===== src/omm_pkg.sv =====
// constants for the output gating and divider margining configuration block
// assumes an 8-bit register address space and 8-bit register data
package omm_pkg;

  // register bus geometry
  localparam int unsigned ADDR_W = 8;
  localparam int unsigned DATA_W = 8;

  // output counts
  localparam int unsigned NUM_CH   = 8;
  localparam int unsigned NUM_STAT = 2;
  localparam int unsigned NUM_DIV  = 6;

  // register offsets (byte addresses)
  localparam logic [ADDR_W-1:0] CHANNEL_GATE_CTRL_OFS         = 8'h16;
  localparam logic [ADDR_W-1:0] STATUS_PIN_GATE_CTRL_OFS      = 8'h17;
  localparam logic [ADDR_W-1:0] DIVIDER_MARGIN_DELAY_CTRL_OFS = 8'h18;

  // reset values of the stored fields
  localparam logic [NUM_CH-1:0]   CHAN_GATE_RST = 8'hFF;
  localparam logic [NUM_STAT-1:0] STAT_GATE_RST = 2'h2;
  localparam logic [NUM_DIV-1:0]  DIV_MARGIN_RST = 6'h00;

  // status pin bit positions
  localparam int unsigned STAT_PIN0_BIT = 0;
  localparam int unsigned STAT_PIN1_BIT = 1;

  // divider margining: only divide values above this threshold may margin
  localparam int unsigned     DIV_VAL_W     = 8;
  localparam logic [DIV_VAL_W-1:0] DIV_MARGIN_MIN = 8'h08;

  // gated drive level codes
  localparam int unsigned LVL_W = 2;
  typedef logic [LVL_W-1:0] omm_lvl_t;
  localparam omm_lvl_t LVL_BYPASS    = 2'h0;
  localparam omm_lvl_t LVL_POWERDOWN = 2'h1;
  localparam omm_lvl_t LVL_FORCE_HI  = 2'h2;
  localparam omm_lvl_t LVL_RAIL_GND  = 2'h3;

  // first channel index and first divider index at which one divider serves a single channel
  localparam int unsigned FIRST_SINGLE_CH  = 4;
  localparam int unsigned FIRST_SINGLE_DIV = 2;

endpackage


===== src/omm_gate_sync.sv =====
// one output's gate state, moved only on that output's own period boundary
// assumes edge_i is a one-cycle pulse marking a safe boundary of the output clock
`timescale 1ns/10ps
`default_nettype none
module omm_gate_sync #(
  parameter int unsigned WIDTH = 1
) (
  // clock and reset
  input  wire logic             clk_i,
  input  wire logic             rst_n_i,
  // request side
  input  wire logic             edge_i,
  input  wire logic [WIDTH-1:0] req_i,
  // gated state
  output logic      [WIDTH-1:0] state_o
);
  import omm_pkg::*;

  logic [WIDTH-1:0] state_q;

  // sampling only at the boundary keeps a running pulse from being cut short
  always_ff @(posedge clk_i)
  begin
    if (!rst_n_i)
    begin
      state_q <= '0;
    end
    else if (edge_i)
    begin
      state_q <= req_i;
    end
  end

  assign state_o = state_q;

  // a clear forced by reset is not a boundary move, so the first cycle after it is left out
  chk_gate_on_edge: assert property (@(posedge clk_i) disable iff (!rst_n_i)
    (!$stable(state_q) && $past(rst_n_i)) |-> $past(edge_i))
    else $error("gate state moved away from an output boundary");

endmodule
`default_nettype wire


===== src/omm_ctrl.sv =====
// gating of outputs and status pins on an invalid reference, and divider margining enables
// assumes src_invalid_i and all boundary pulses are synchronous to clk_i
//
// Behaviour
// - A channel whose gating bit is 1 is disabled whenever the selected source is invalid, unless its level code is 0 (bypass).
// - A channel whose gating bit is 0 keeps running whatever the source validity.
// - The eight channel gating bits are read/write at the channel index, reset to 1, stored.
// - Status pin 1 is gated on an invalid source only as a clock output with its bit at 1.
// - A status pin not set up as a clock ignores its gating bit and keeps running.
// - Status pin 0 uses bit 0 alike; bit 0 resets to 0, bit 1 to 1, bits 7:2 are reserved.
// - A margin enable permits glitch-free coarse margining only for divide values above 8.
// - Margin bit 0 serves channels 0-1, bit 1 channels 2-3, bits 2-5 channels 4-7; reset 0.
// - A muted output drives its level code: 0 bypasses, 1 powers down, 2 forces high.
//
// Local design decision: the strobed register port.
`timescale 1ns/10ps
`default_nettype none
module omm_ctrl (
  // clock and reset
  input  wire logic                                      clk_i,
  input  wire logic                                      rst_n_i,
  // register port
  input  wire logic [omm_pkg::ADDR_W-1:0]                addr_i,
  input  wire logic [omm_pkg::DATA_W-1:0]                wdata_i,
  input  wire logic                                      wr_i,
  input  wire logic                                      rd_i,
  output logic      [omm_pkg::DATA_W-1:0]                rdata_o,
  // non-volatile image load and stored values
  input  wire logic                                      nv_load_i,
  input  wire logic [omm_pkg::NUM_CH-1:0]                nv_chan_gate_i,
  input  wire logic [omm_pkg::NUM_STAT-1:0]              nv_stat_gate_i,
  input  wire logic [omm_pkg::NUM_DIV-1:0]               nv_div_margin_i,
  output logic      [omm_pkg::NUM_CH-1:0]                nv_chan_gate_o,
  output logic      [omm_pkg::NUM_STAT-1:0]              nv_stat_gate_o,
  output logic      [omm_pkg::NUM_DIV-1:0]               nv_div_margin_o,
  // reference detection
  input  wire logic                                      src_invalid_i,
  // output channels
  input  wire logic [omm_pkg::NUM_CH-1:0]                chan_edge_i,
  input  wire logic [omm_pkg::NUM_CH*omm_pkg::LVL_W-1:0] chan_gated_drive_level_i,
  output logic      [omm_pkg::NUM_CH-1:0]                chan_mute_o,
  output logic      [omm_pkg::NUM_CH*omm_pkg::LVL_W-1:0] chan_drive_lvl_o,
  // status pins
  input  wire logic [omm_pkg::NUM_STAT-1:0]              stat_edge_i,
  input  wire logic [omm_pkg::NUM_STAT-1:0]              stat_is_clk_i,
  output logic      [omm_pkg::NUM_STAT-1:0]              stat_mute_o,
  // output dividers
  input  wire logic [omm_pkg::NUM_DIV*omm_pkg::DIV_VAL_W-1:0] div_val_i,
  output logic      [omm_pkg::NUM_DIV-1:0]               div_margin_o,
  output logic      [omm_pkg::NUM_CH-1:0]                chan_margin_o
);
  import omm_pkg::*;

  // divider index that serves a given channel
  function automatic int unsigned chan_to_div(input int unsigned ch);
    if (ch < FIRST_SINGLE_CH)
      chan_to_div = ch / 2;
    else
      chan_to_div = ch - FIRST_SINGLE_CH + FIRST_SINGLE_DIV;
  endfunction

  logic [NUM_CH-1:0]        chan_gate_q;
  logic [NUM_STAT-1:0]      stat_gate_q;
  logic [NUM_DIV-1:0]       div_margin_q;
  logic [DATA_W-1:0]        rdata_q;
  logic [NUM_CH-1:0]        chan_req;
  logic [NUM_STAT-1:0]      stat_req;
  logic [NUM_DIV-1:0]       div_gt_min;
  logic [NUM_DIV-1:0]       div_ok_q;
  logic [NUM_CH-1:0]        chan_ok_q;
  logic                     wr_chan;
  logic                     wr_stat;
  logic                     wr_div;

  assign wr_chan = wr_i && (addr_i == CHANNEL_GATE_CTRL_OFS);
  assign wr_stat = wr_i && (addr_i == STATUS_PIN_GATE_CTRL_OFS);
  assign wr_div  = wr_i && (addr_i == DIVIDER_MARGIN_DELAY_CTRL_OFS);

  // channel gating bits; a software write wins over an image load in the same cycle
  always_ff @(posedge clk_i)
  begin
    if (!rst_n_i)
    begin
      chan_gate_q <= CHAN_GATE_RST;
    end
    else if (wr_chan)
    begin
      chan_gate_q <= wdata_i[NUM_CH-1:0];
    end
    else if (nv_load_i)
    begin
      chan_gate_q <= nv_chan_gate_i;
    end
  end

  // status pin gating bits; the reserved upper bits are never stored
  always_ff @(posedge clk_i)
  begin
    if (!rst_n_i)
    begin
      stat_gate_q <= STAT_GATE_RST;
    end
    else if (wr_stat)
    begin
      stat_gate_q <= wdata_i[NUM_STAT-1:0];
    end
    else if (nv_load_i)
    begin
      stat_gate_q <= nv_stat_gate_i;
    end
  end

  // divider margin enables
  always_ff @(posedge clk_i)
  begin
    if (!rst_n_i)
    begin
      div_margin_q <= DIV_MARGIN_RST;
    end
    else if (wr_div)
    begin
      div_margin_q <= wdata_i[NUM_DIV-1:0];
    end
    else if (nv_load_i)
    begin
      div_margin_q <= nv_div_margin_i;
    end
  end

  // read data stand one cycle after the strobe; unmapped and reserved bits read zero
  always_ff @(posedge clk_i)
  begin
    if (!rst_n_i)
    begin
      rdata_q <= '0;
    end
    else if (rd_i)
    begin
      case (addr_i)
        CHANNEL_GATE_CTRL_OFS:         rdata_q <= chan_gate_q;
        STATUS_PIN_GATE_CTRL_OFS:      rdata_q <= {{(DATA_W-NUM_STAT){1'b0}}, stat_gate_q};
        DIVIDER_MARGIN_DELAY_CTRL_OFS: rdata_q <= {{(DATA_W-NUM_DIV){1'b0}}, div_margin_q};
        default:                       rdata_q <= '0;
      endcase
    end
    else
    begin
      rdata_q <= '0;
    end
  end

  assign rdata_o         = rdata_q;
  assign nv_chan_gate_o  = chan_gate_q;
  assign nv_stat_gate_o  = stat_gate_q;
  assign nv_div_margin_o = div_margin_q;

  // per channel: a bypass level code turns the mute off even with the gating bit set
  genvar gc;
  generate
    for (gc = 0; gc < NUM_CH; gc++)
    begin : g_chan
      logic [LVL_W-1:0] lvl;
      logic [LVL_W-1:0] code;
      logic [LVL_W-1:0] code_q;
      assign lvl  = chan_gated_drive_level_i[gc*LVL_W +: LVL_W];
      assign code = (src_invalid_i && chan_gate_q[gc]) ? lvl : LVL_BYPASS;
      assign chan_req[gc] = (code != LVL_BYPASS);
      omm_gate_sync #(
        .WIDTH   (LVL_W)
      ) u_sync (
        .clk_i   (clk_i),
        .rst_n_i (rst_n_i),
        .edge_i  (chan_edge_i[gc]),
        .req_i   (code),
        .state_o (code_q)
      );
      assign chan_drive_lvl_o[gc*LVL_W +: LVL_W] = code_q;
      assign chan_mute_o[gc] = (code_q != LVL_BYPASS);
    end
  endgenerate

  // status pins gate only while they carry a clock
  genvar gs;
  generate
    for (gs = 0; gs < NUM_STAT; gs++)
    begin : g_stat
      assign stat_req[gs] = src_invalid_i && stat_is_clk_i[gs] && stat_gate_q[gs];
      omm_gate_sync #(
        .WIDTH   (1)
      ) u_sync (
        .clk_i   (clk_i),
        .rst_n_i (rst_n_i),
        .edge_i  (stat_edge_i[gs]),
        .req_i   (stat_req[gs]),
        .state_o (stat_mute_o[gs])
      );
    end
  endgenerate

  // margining is only glitch-free above the minimum divide value
  genvar gd;
  generate
    for (gd = 0; gd < NUM_DIV; gd++)
    begin : g_div
      assign div_gt_min[gd] = div_val_i[gd*DIV_VAL_W +: DIV_VAL_W] > DIV_MARGIN_MIN;
    end
  endgenerate

  // registered margin permits per divider and per channel
  always_ff @(posedge clk_i)
  begin
    if (!rst_n_i)
    begin
      div_ok_q  <= '0;
      chan_ok_q <= '0;
    end
    else
    begin
      div_ok_q <= div_margin_q & div_gt_min;
      for (int unsigned c = 0; c < NUM_CH; c++)
      begin
        chan_ok_q[c] <= div_margin_q[chan_to_div(c)] && div_gt_min[chan_to_div(c)];
      end
    end
  end

  assign div_margin_o  = div_ok_q;
  assign chan_margin_o = chan_ok_q;

  // checks; attempts launched on a reset edge are skipped, since boundary pulses are ignored there
  chk_chan_gate_apply: assert property (@(posedge clk_i) disable iff (!rst_n_i)
    rst_n_i |=> ((chan_mute_o & $past(chan_edge_i & chan_req))
                 == $past(chan_edge_i & chan_req)))
    else $error("gated channel not muted at its boundary");
  chk_chan_gate_off: assert property (@(posedge clk_i) disable iff (!rst_n_i)
    rst_n_i |=> ((chan_mute_o & ~$past(chan_mute_o) & ~$past(chan_gate_q)) == '0))
    else $error("channel muted with gating bit clear");
  chk_chan_reg_write: assert property (@(posedge clk_i) disable iff (!rst_n_i)
    (rst_n_i && wr_chan) |=> (chan_gate_q == $past(wdata_i)))
    else $error("channel gating write lost");
  chk_chan_reg_reset: assert property (@(posedge clk_i) disable iff (!rst_n_i)
    $rose(rst_n_i) |-> (chan_gate_q == CHAN_GATE_RST) && (stat_gate_q == STAT_GATE_RST))
    else $error("gating bits wrong after reset");
  chk_stat_gate_apply: assert property (@(posedge clk_i) disable iff (!rst_n_i)
    (rst_n_i && stat_edge_i[STAT_PIN1_BIT] && src_invalid_i && stat_is_clk_i[STAT_PIN1_BIT]
     && stat_gate_q[STAT_PIN1_BIT]) |=> stat_mute_o[STAT_PIN1_BIT])
    else $error("status pin 1 not gated");
  chk_stat_not_clk: assert property (@(posedge clk_i) disable iff (!rst_n_i)
    rst_n_i |=> ((stat_mute_o & ~$past(stat_mute_o) & ~$past(stat_is_clk_i)) == '0))
    else $error("non-clock status pin gated");
  chk_stat_rsvd_zero: assert property (@(posedge clk_i) disable iff (!rst_n_i)
    (rst_n_i && rd_i && addr_i == STATUS_PIN_GATE_CTRL_OFS) |=>
      (rdata_o == {{(DATA_W-NUM_STAT){1'b0}}, $past(stat_gate_q)}))
    else $error("status gating read wrong");
  chk_margin_min_div: assert property (@(posedge clk_i) disable iff (!rst_n_i)
    rst_n_i |=> ((div_margin_o & ~$past(div_gt_min)) == '0))
    else $error("margin permitted at low divide value");
  chk_margin_pairing: assert property (@(posedge clk_i) disable iff (!rst_n_i)
    rst_n_i |=> (chan_margin_o[0] == div_margin_o[0]) && (chan_margin_o[1] == div_margin_o[0])
             && (chan_margin_o[3] == div_margin_o[1]) && (chan_margin_o[7] == div_margin_o[5]))
    else $error("margin enable mapped to wrong channel");
  chk_bypass_no_mute: assert property (@(posedge clk_i) disable iff (!rst_n_i)
    (chan_edge_i[0] && chan_gated_drive_level_i[LVL_W-1:0] == LVL_BYPASS)
      |=> !chan_mute_o[0])
    else $error("bypass level code still muted");

  cov_chan_muted: cover property (@(posedge clk_i) disable iff (!rst_n_i)
    !chan_mute_o[5] ##1 chan_mute_o[5] ##[1:20] !chan_mute_o[5]);
  cov_stat_muted: cover property (@(posedge clk_i) disable iff (!rst_n_i)
    $rose(stat_mute_o[STAT_PIN0_BIT]));
  cov_margin_on: cover property (@(posedge clk_i) disable iff (!rst_n_i)
    $rose(div_margin_o[2]));

endmodule
`default_nettype wire


===== config.mk =====
export PLATFORM = sky130hd
export DESIGN_NAME = omm_ctrl
export DESIGN_NICKNAME = d
export VERILOG_FILES = /design/src/omm_pkg.sv /design/src/omm_gate_sync.sv /design/src/omm_ctrl.sv
export SDC_FILE = /design/constraint.sdc
export NUM_CORES = 1
export LEC_CHECK = 0
export BUFFER_PORTS_ARGS = -buffer_cell sky130_fd_sc_hd__clkbuf_2
export CAP_MARGIN = 10
export CORE_ASPECT_RATIO = 0.5
export CORE_MARGIN = 5
export CORE_UTILIZATION = 40
export DETAILED_ROUTE_END_ITERATION = 8
export GPL_ROUTABILITY_DRIVEN = 0
export PLACE_DENSITY = 0.8
export SLEW_MARGIN = 15
export SYNTH_ARGS = -nofsm -noshare
export SYNTH_HDL_FRONTEND = slang
export SYNTH_SLANG_ARGS = --single-unit
export TNS_END_PERCENT = 100

===== constraint.sdc =====
create_clock -name clk_i -period 1.81 [get_ports clk_i]
set_input_delay 0.362 -clock clk_i [delete_from_list [all_inputs] [get_ports clk_i]]
set_output_delay 0.362 -clock clk_i [all_outputs]
set_load 0.01 [all_outputs]

==> results of run 1 <==
[per-stage QoR]
stage	power, mW	setup WS [ns]	instance area [um2]	cells	util [%]
6_report	2.484	0.4229	3402	490	60.90
5_1_grt	2.602	0.3743	3402	490	60.90
4_1_cts	2.502	0.4165	3402	490	60.90
3_5_place_dp	1.564	0.1638	3249	483	58.16
3_3_place_gp	1.558	0.2148	3249	483	58.16
2_1_floorplan	1.343	0.3263	2347	251	-
[layer usage]
| layer | share of wire (%) | vias up |
|---|---|---|
| li1 | - | 1237 |
| met1 | 41 | 1134 |
| met2 | 52 | 76 |
| met3 | 6.4 | 8 |
| met4 | 1.2 | 0 |
| met5 | 0 | - |
[how the worst max path moves through the flow]
stage          slack, ns           endpoint  cells past startpoint                         from
6_report            0.42     chan_mute_o[4]                      2  g_chan[4].u_sync.state_o[1]
4_1_cts             0.42     chan_mute_o[7]                      2  g_chan[7].u_sync.state_o[0]
2_1_floorplan       0.33  nv_chan_gate_o[1]                      4                    addr_i[5]
5_1_grt             0.37     chan_mute_o[6]                      2  g_chan[6].u_sync.state_o[1]
3_3_place_gp        0.21  nv_chan_gate_o[7]                      6                    addr_i[5]
3_5_place_dp        0.16  nv_chan_gate_o[3]                      6                    addr_i[5]
[cell families (layout without fill, tap and decap cells)]
| kind of cell | count (synthesis) | after routing | synth area share [%] |
|---|---|---|---|
| mux | 25 | 25 | 11.14 |
| simple gates | 107 | 107 | 28.31 |
| compound gates | 46 | 46 | 13.27 |
| flops | 48 | 48 | 40.94 |
| buf+inv | 25 | 191 | 6.343 |
[cell usage in the layout (no fill, tap or decap)]
| cell | count |
|---|---|
| clkbuf_2 | 177 |
| dfxtp_1 | 48 |
| a21oi_1 | 24 |
| nand2_1 | 19 |
| nand2b_1 | 18 |
| nand4_1 | 18 |
| mux2i_1 | 16 |
| mux2_2 | 9 |
| nor2b_1 | 9 |
| a211oi_1 | 9 |
| or2_2 | 8 |
| nand3_1 | 8 |
| nor2_1 | 8 |
| a21oi_2 | 6 |
| nor4_1 | 6 |
| o31ai_1 | 6 |
| clkbuf_16 | 5 |
| nand4b_1 | 4 |
| buf_4 | 4 |
| and4_1 | 3 |
| nor4b_4 | 2 |
| and3b_1 | 2 |
| clkbuf_8 | 2 |
| buf_12 | 2 |
| nand3_4 | 1 |
| o2111ai_4 | 1 |
| clkinv_1 | 1 |
| and4b_1 | 1 |
[cell type report]
cell class              count  area (um2)  share of cell area (%)
flip-flops and latches     48       960.9                   28.25
well taps                  73       91.34                   2.685
multi-input cells         178        1237                   36.37
repair buffers            183       955.9                   28.10
clock buffers               7       152.6                   4.487
inverters                   1       3.754                  0.1103
[worst register-to-register path, cell delays in order (launching register included)]
cell	delay [ns]
dfxtp_1	0.37
nor2b_1	0.16
a211oi_1	0.25
mux2i_1	0.12
[sequential cells by signal (all words and copies together), names as in the netlist]
signal,count
nv_stat_gate_o,2
div_margin_o,6
g_stat.u_sync.state_o,2
g_chan.u_sync.state_o,16
nv_chan_gate_o,8
rdata_o,8
nv_div_margin_o,6
[power breakdown]
| group | internal, mW | total (mW) | switching (mW) |
|---|---|---|---|
| clock network | 0.579 | 0.943 | 0.364 |
| registers | 1.10 | 1.14 | 0.0446 |
| logic | 0.208 | 0.397 | 0.188 |
| total | 1.89 | 2.48 | 0.597 |
==> impl_metrics.yaml, run 1 <==
status:
  run_status: "completed"
detailed_routing:
  drtPass1Iterations: 4
  drtIter0Drc: 105
  num_vias: 2455
  drc: 0
  drtAntennaViolNets: 0
  avgViaCountPerCell: 5.010
  wire_per_inst_um: 14.72
  drt-total-wl_um: 7212
cts:
  clk_pin_slew_worst_paths_ns: 0.06
  cts_resized: 0
  cts_max_level: 2
  postCtsSetupRepairBufs: 0
  cts_buffers: 5
  cts_tree: "built"
  clock_latency_ns: 0.28
  ctsHoldBuffers: 0
  root_buffer: "clkbuf_16"
  cts_sinks: 48
  clk_path_buf_depth: 2
yosys:
  syn-cell-area_um2: 2347
  synth_top_area_share_pct: 40.94
  synth-main-ff-cell: "dfxtp_1"
  yosysWarnings: 0
  postSynth.asyncResetShare_pct: 0
  synth.area.top_cells: "dfxtp_1 (41%), mux2i_1 (6.8%), a21oi_1 (5.1%)"
  synth_most_common_cell: "dfxtp_1"
  yosysTopAreaCell: "dfxtp_1"
  yosys_register_bits: 48
  avgSynthCellArea_um2: 9.352
  synth.distinct_cells: 28
  yosysSeqAreaShare_pct: 40.94
  synth_common_cells: "dfxtp_1 (48), a21oi_1 (24), nand2_1 (19)"
  syn_inst: 251
  syn_nets: 365
  synth_edf_count: 0
sta:
  relSlewSlack_pct: 62.40
  period_minus_slack_ns: 1.387
  fmax_ghz: 0.7209
  tightest_slew_ns: 0.5640
  drv_slew: 0
  finalCritPeriodShare_pct: 76.64
  setup_viol: 0
  skew_ns: 0.004670
  whs_ns: 0.3121
  finalHoldViolations: 0
  tns_ns: 0
  rsz0062_at_grt: "no"
die:
  chipWidth_um: 118.3
  core_um2: 5587
  die_area_um2: 7593
  die_h_um: 64.17
  initial_utilization_pct: 42.02
  io-pin-count: 178
  rows: 19
setup_path:
  cp-end-kind: "output port"
  regToRegSetupSlack_ns: 0.78
  max_stage_delay_ns: 0.33
  reg2reg_to: "nv_chan_gate_o[5]"
  crit_path_top_delay_cell: "dfxtp_1"
  critical_path_class: "reg2out"
  path_buf_inv: 1
  cp.arrival_ns: 1.03
  required_ns: 1.45
  startpoint_type: "flip-flop"
  cp_max_fo: 3
  r2r_start: "nv_chan_gate_o[5]"
  worstPathCellList: "or2_2, clkbuf_2"
  critical-path-top-delay-family: "flip-flops"
  worst-r2r-cell-count: 3
layout:
  nNetsFinal: 531
  antenna_cells: 0
  synthToLayoutAreaGrowth_pct: 44.94
  drive_above_1_share_pct: 52.04
  fillers: 475
global_route:
  grtUsageMet2_pct: 34.45
  grtUsageMet1_pct: 20.90
  grt-ovfl-total: 0
  grt_usage_pct: 18.47
  antenna_found_initial: 0
  grt_pass1_wl_um: 11700
  grt_pass1_vias: 2483
  grt_max_degree: 33
  gr-max-usage-layer: "met2"
  met3_usage_pct: 5.286
pwr:
  ir_worst_vdd_mv: 0.4925
  leakagePower_nw: 1.631
  power.density_nw_per_um2: 730.1
worst_hold_path:
  hp-class: "in2reg"
  hold_end: "div_margin_o[5]"
  worstHoldPathCells: 3
  hold_path.startpoint: "div_val_i[43]"
place:
  io_buffers: 177
  hpwl_um: 5747
run:
  drv_cap: 0
(Power assumes the default switching activity.)
==> run 2: changes to the inputs <==
==> constraint.sdc (replaced) <==
create_clock -name clk_i -period 1.4 [get_ports clk_i]
set_input_delay 0.28 -clock clk_i [delete_from_list [all_inputs] [get_ports clk_i]]
set_output_delay 0.28 -clock clk_i [all_outputs]
set_load 0.01 [all_outputs]
==> impl_metrics.yaml, run 2 (synthesis results as in run 1) <==
status:
  run_status: "completed"
pwr:
  power.density_nw_per_um2: 928.6
  p_seq_share_pct: 46.3
  leakagePower_nw: 1.664
  p_int_mw: 2.404
  p_sw_mw: 0.7891
  clkPwrFrac_pct: 37.3
  ir_worst_vdd_mv: 0.5595
  swShare_pct: 24.72
  pwr-share-comb_pct: 16.4
layout:
  drive_above_1_share_pct: 52.94
  synthToLayoutAreaGrowth_pct: 46.48
  nNetsFinal: 538
  multi_input_area_um2: 1237
  antenna_cells: 0
  fillers: 482
  final_area_um2: 3438
  seqCellArea_um2: 960.9
  layout_common_cells: "clkbuf_2 (177), dfxtp_1 (48), a21oi_1 (24)"
  largest_reg_flops: 16
  final_common_cell: "clkbuf_2"
detailed_routing:
  avgViaCountPerCell: 4.946
  drtIter0Drc: 86
  wire_per_inst_um: 14.26
  drtAntennaViolNets: 0
  drtPass1Iterations: 4
  drc: 0
  num_vias: 2463
  drt-total-wl_um: 7099
cts:
  ctsHoldBuffers: 0
  clk_path_buf_depth: 2
  cts_tree: "built"
  clock_latency_ns: 0.28
  cts_buffers: 5
  cts_resized: 0
  clk_pin_slew_worst_paths_ns: 0.06
  cts_max_level: 2
  cts_sinks: 48
  postCtsSetupRepairBufs: 0
  root_buffer: "clkbuf_16"
global_route:
  antenna_found_initial: 0
  grt_pass1_vias: 2412
  grt_usage_pct: 18.29
  grt-ovfl-total: 0
  grt_max_degree: 23
  grt_pass1_wl_um: 11630
sta:
  setup_viol: 0
  finalCritPeriodShare_pct: 93.78
  skew_ns: 0.003793
  finalHoldViolations: 0
  rsz0062_at_grt: "no"
  tightest_slew_ns: 0.3785
  drv_slew: 0
  period_minus_slack_ns: 1.313
  whs_ns: 0.2313
  fmax_ghz: 0.7616
  relSlewSlack_pct: 74.77
setup_path:
  cp.arrival_ns: 1.03
  cp-end-kind: "output port"
  cp_max_fo: 3
  max_stage_delay_ns: 0.32
  required_ns: 1.12
  worstPathCellList: "or2_2, clkbuf_2"
  startpoint_type: "flip-flop"
  critical_path_class: "reg2out"
  crit_path_top_delay_cell: "dfxtp_1"
die:
  io-pin-count: 178
  chipWidth_um: 118.3
  core_um2: 5587
  die_area_um2: 7593
  die_h_um: 64.17
  rows: 19
  initial_utilization_pct: 42.02
place:
  detailed_place.area_um2: 3289
  io_buffers: 177
  hpwl_um: 5957
worst_hold_path:
  hp-class: "in2reg"
run:
  drv_cap: 0
run 2: cell types whose count changed in the layout (fill, tap and decap cells not counted), sizes merged:
cell and change:
clkbuf -1, buf +7, clkinv +2
run 2: path summary, 6_finish.rpt:
path	slack (ns)	endpoint	startpoint	cells after the start
max	0.09	chan_mute_o[5]	g_chan[5].u_sync.state_o[1]	2
min	0.23	div_margin_o[5]	div_val_i[43]	3
min reg2reg	0.47	g_stat[0].u_sync.state_o	g_stat[0].u_sync.state_o	2
max reg2reg	0.45	nv_stat_gate_o[1]	nv_stat_gate_o[1]	3
run 2: layout make-up:
class                           instances  area share, %
Clock inverter                          2         0.2911
Sequential cell                        48          27.95
Timing Repair Buffer                  190          28.97
Tap cell                               73          2.656
Multi-Input combinational cell        178          35.99
Inverter                                1         0.1092
Clock buffer                            6          4.039
run 2: metrics by stage:
stage	TNS (ns)	power [mW]	setup slack (ns)	instances	util, %
2_1_floorplan	-0.01346	1.736	-0.001709	251	-
3_3_place_gp	-0.6241	2.026	-0.07388	490	58.88
3_5_place_dp	-0.8842	2.035	-0.09819	490	58.88
4_1_cts	0	3.228	0.08079	498	61.55
5_1_grt	0	3.347	0.05293	498	61.55
6_report	0	3.193	0.08703	498	61.55
run 2: critical path: cells and delay by family, from the launching register on:
kind | cells | cell delay (ns)
and+or+nand+nor | 1 | 0.30
buffers and inverters | 1 | 0.13
DFF | 1 | 0.32
run 2: power groups by stage:
stage | Combinational, mW | Sequential [mW] | Clock (mW)
after CTS | 0.529 | 1.48 | 1.22
after detailed placement | 0.526 | 1.51 | 0
after floorplan | 0.219 | 1.52 | 0
after global placement | 0.517 | 1.51 | 0
after global routing | 0.581 | 1.49 | 1.28
final | 0.524 | 1.48 | 1.19
run 2: per-layer routing:
metal,vias to the layer above,wire [um],GRT usage (%)
li1,1256,-,-
met1,1124,2972,22.29
met2,77,3591,32.21
met3,6,485,5.198
met4,0,50,4.578
met5,-,0,0
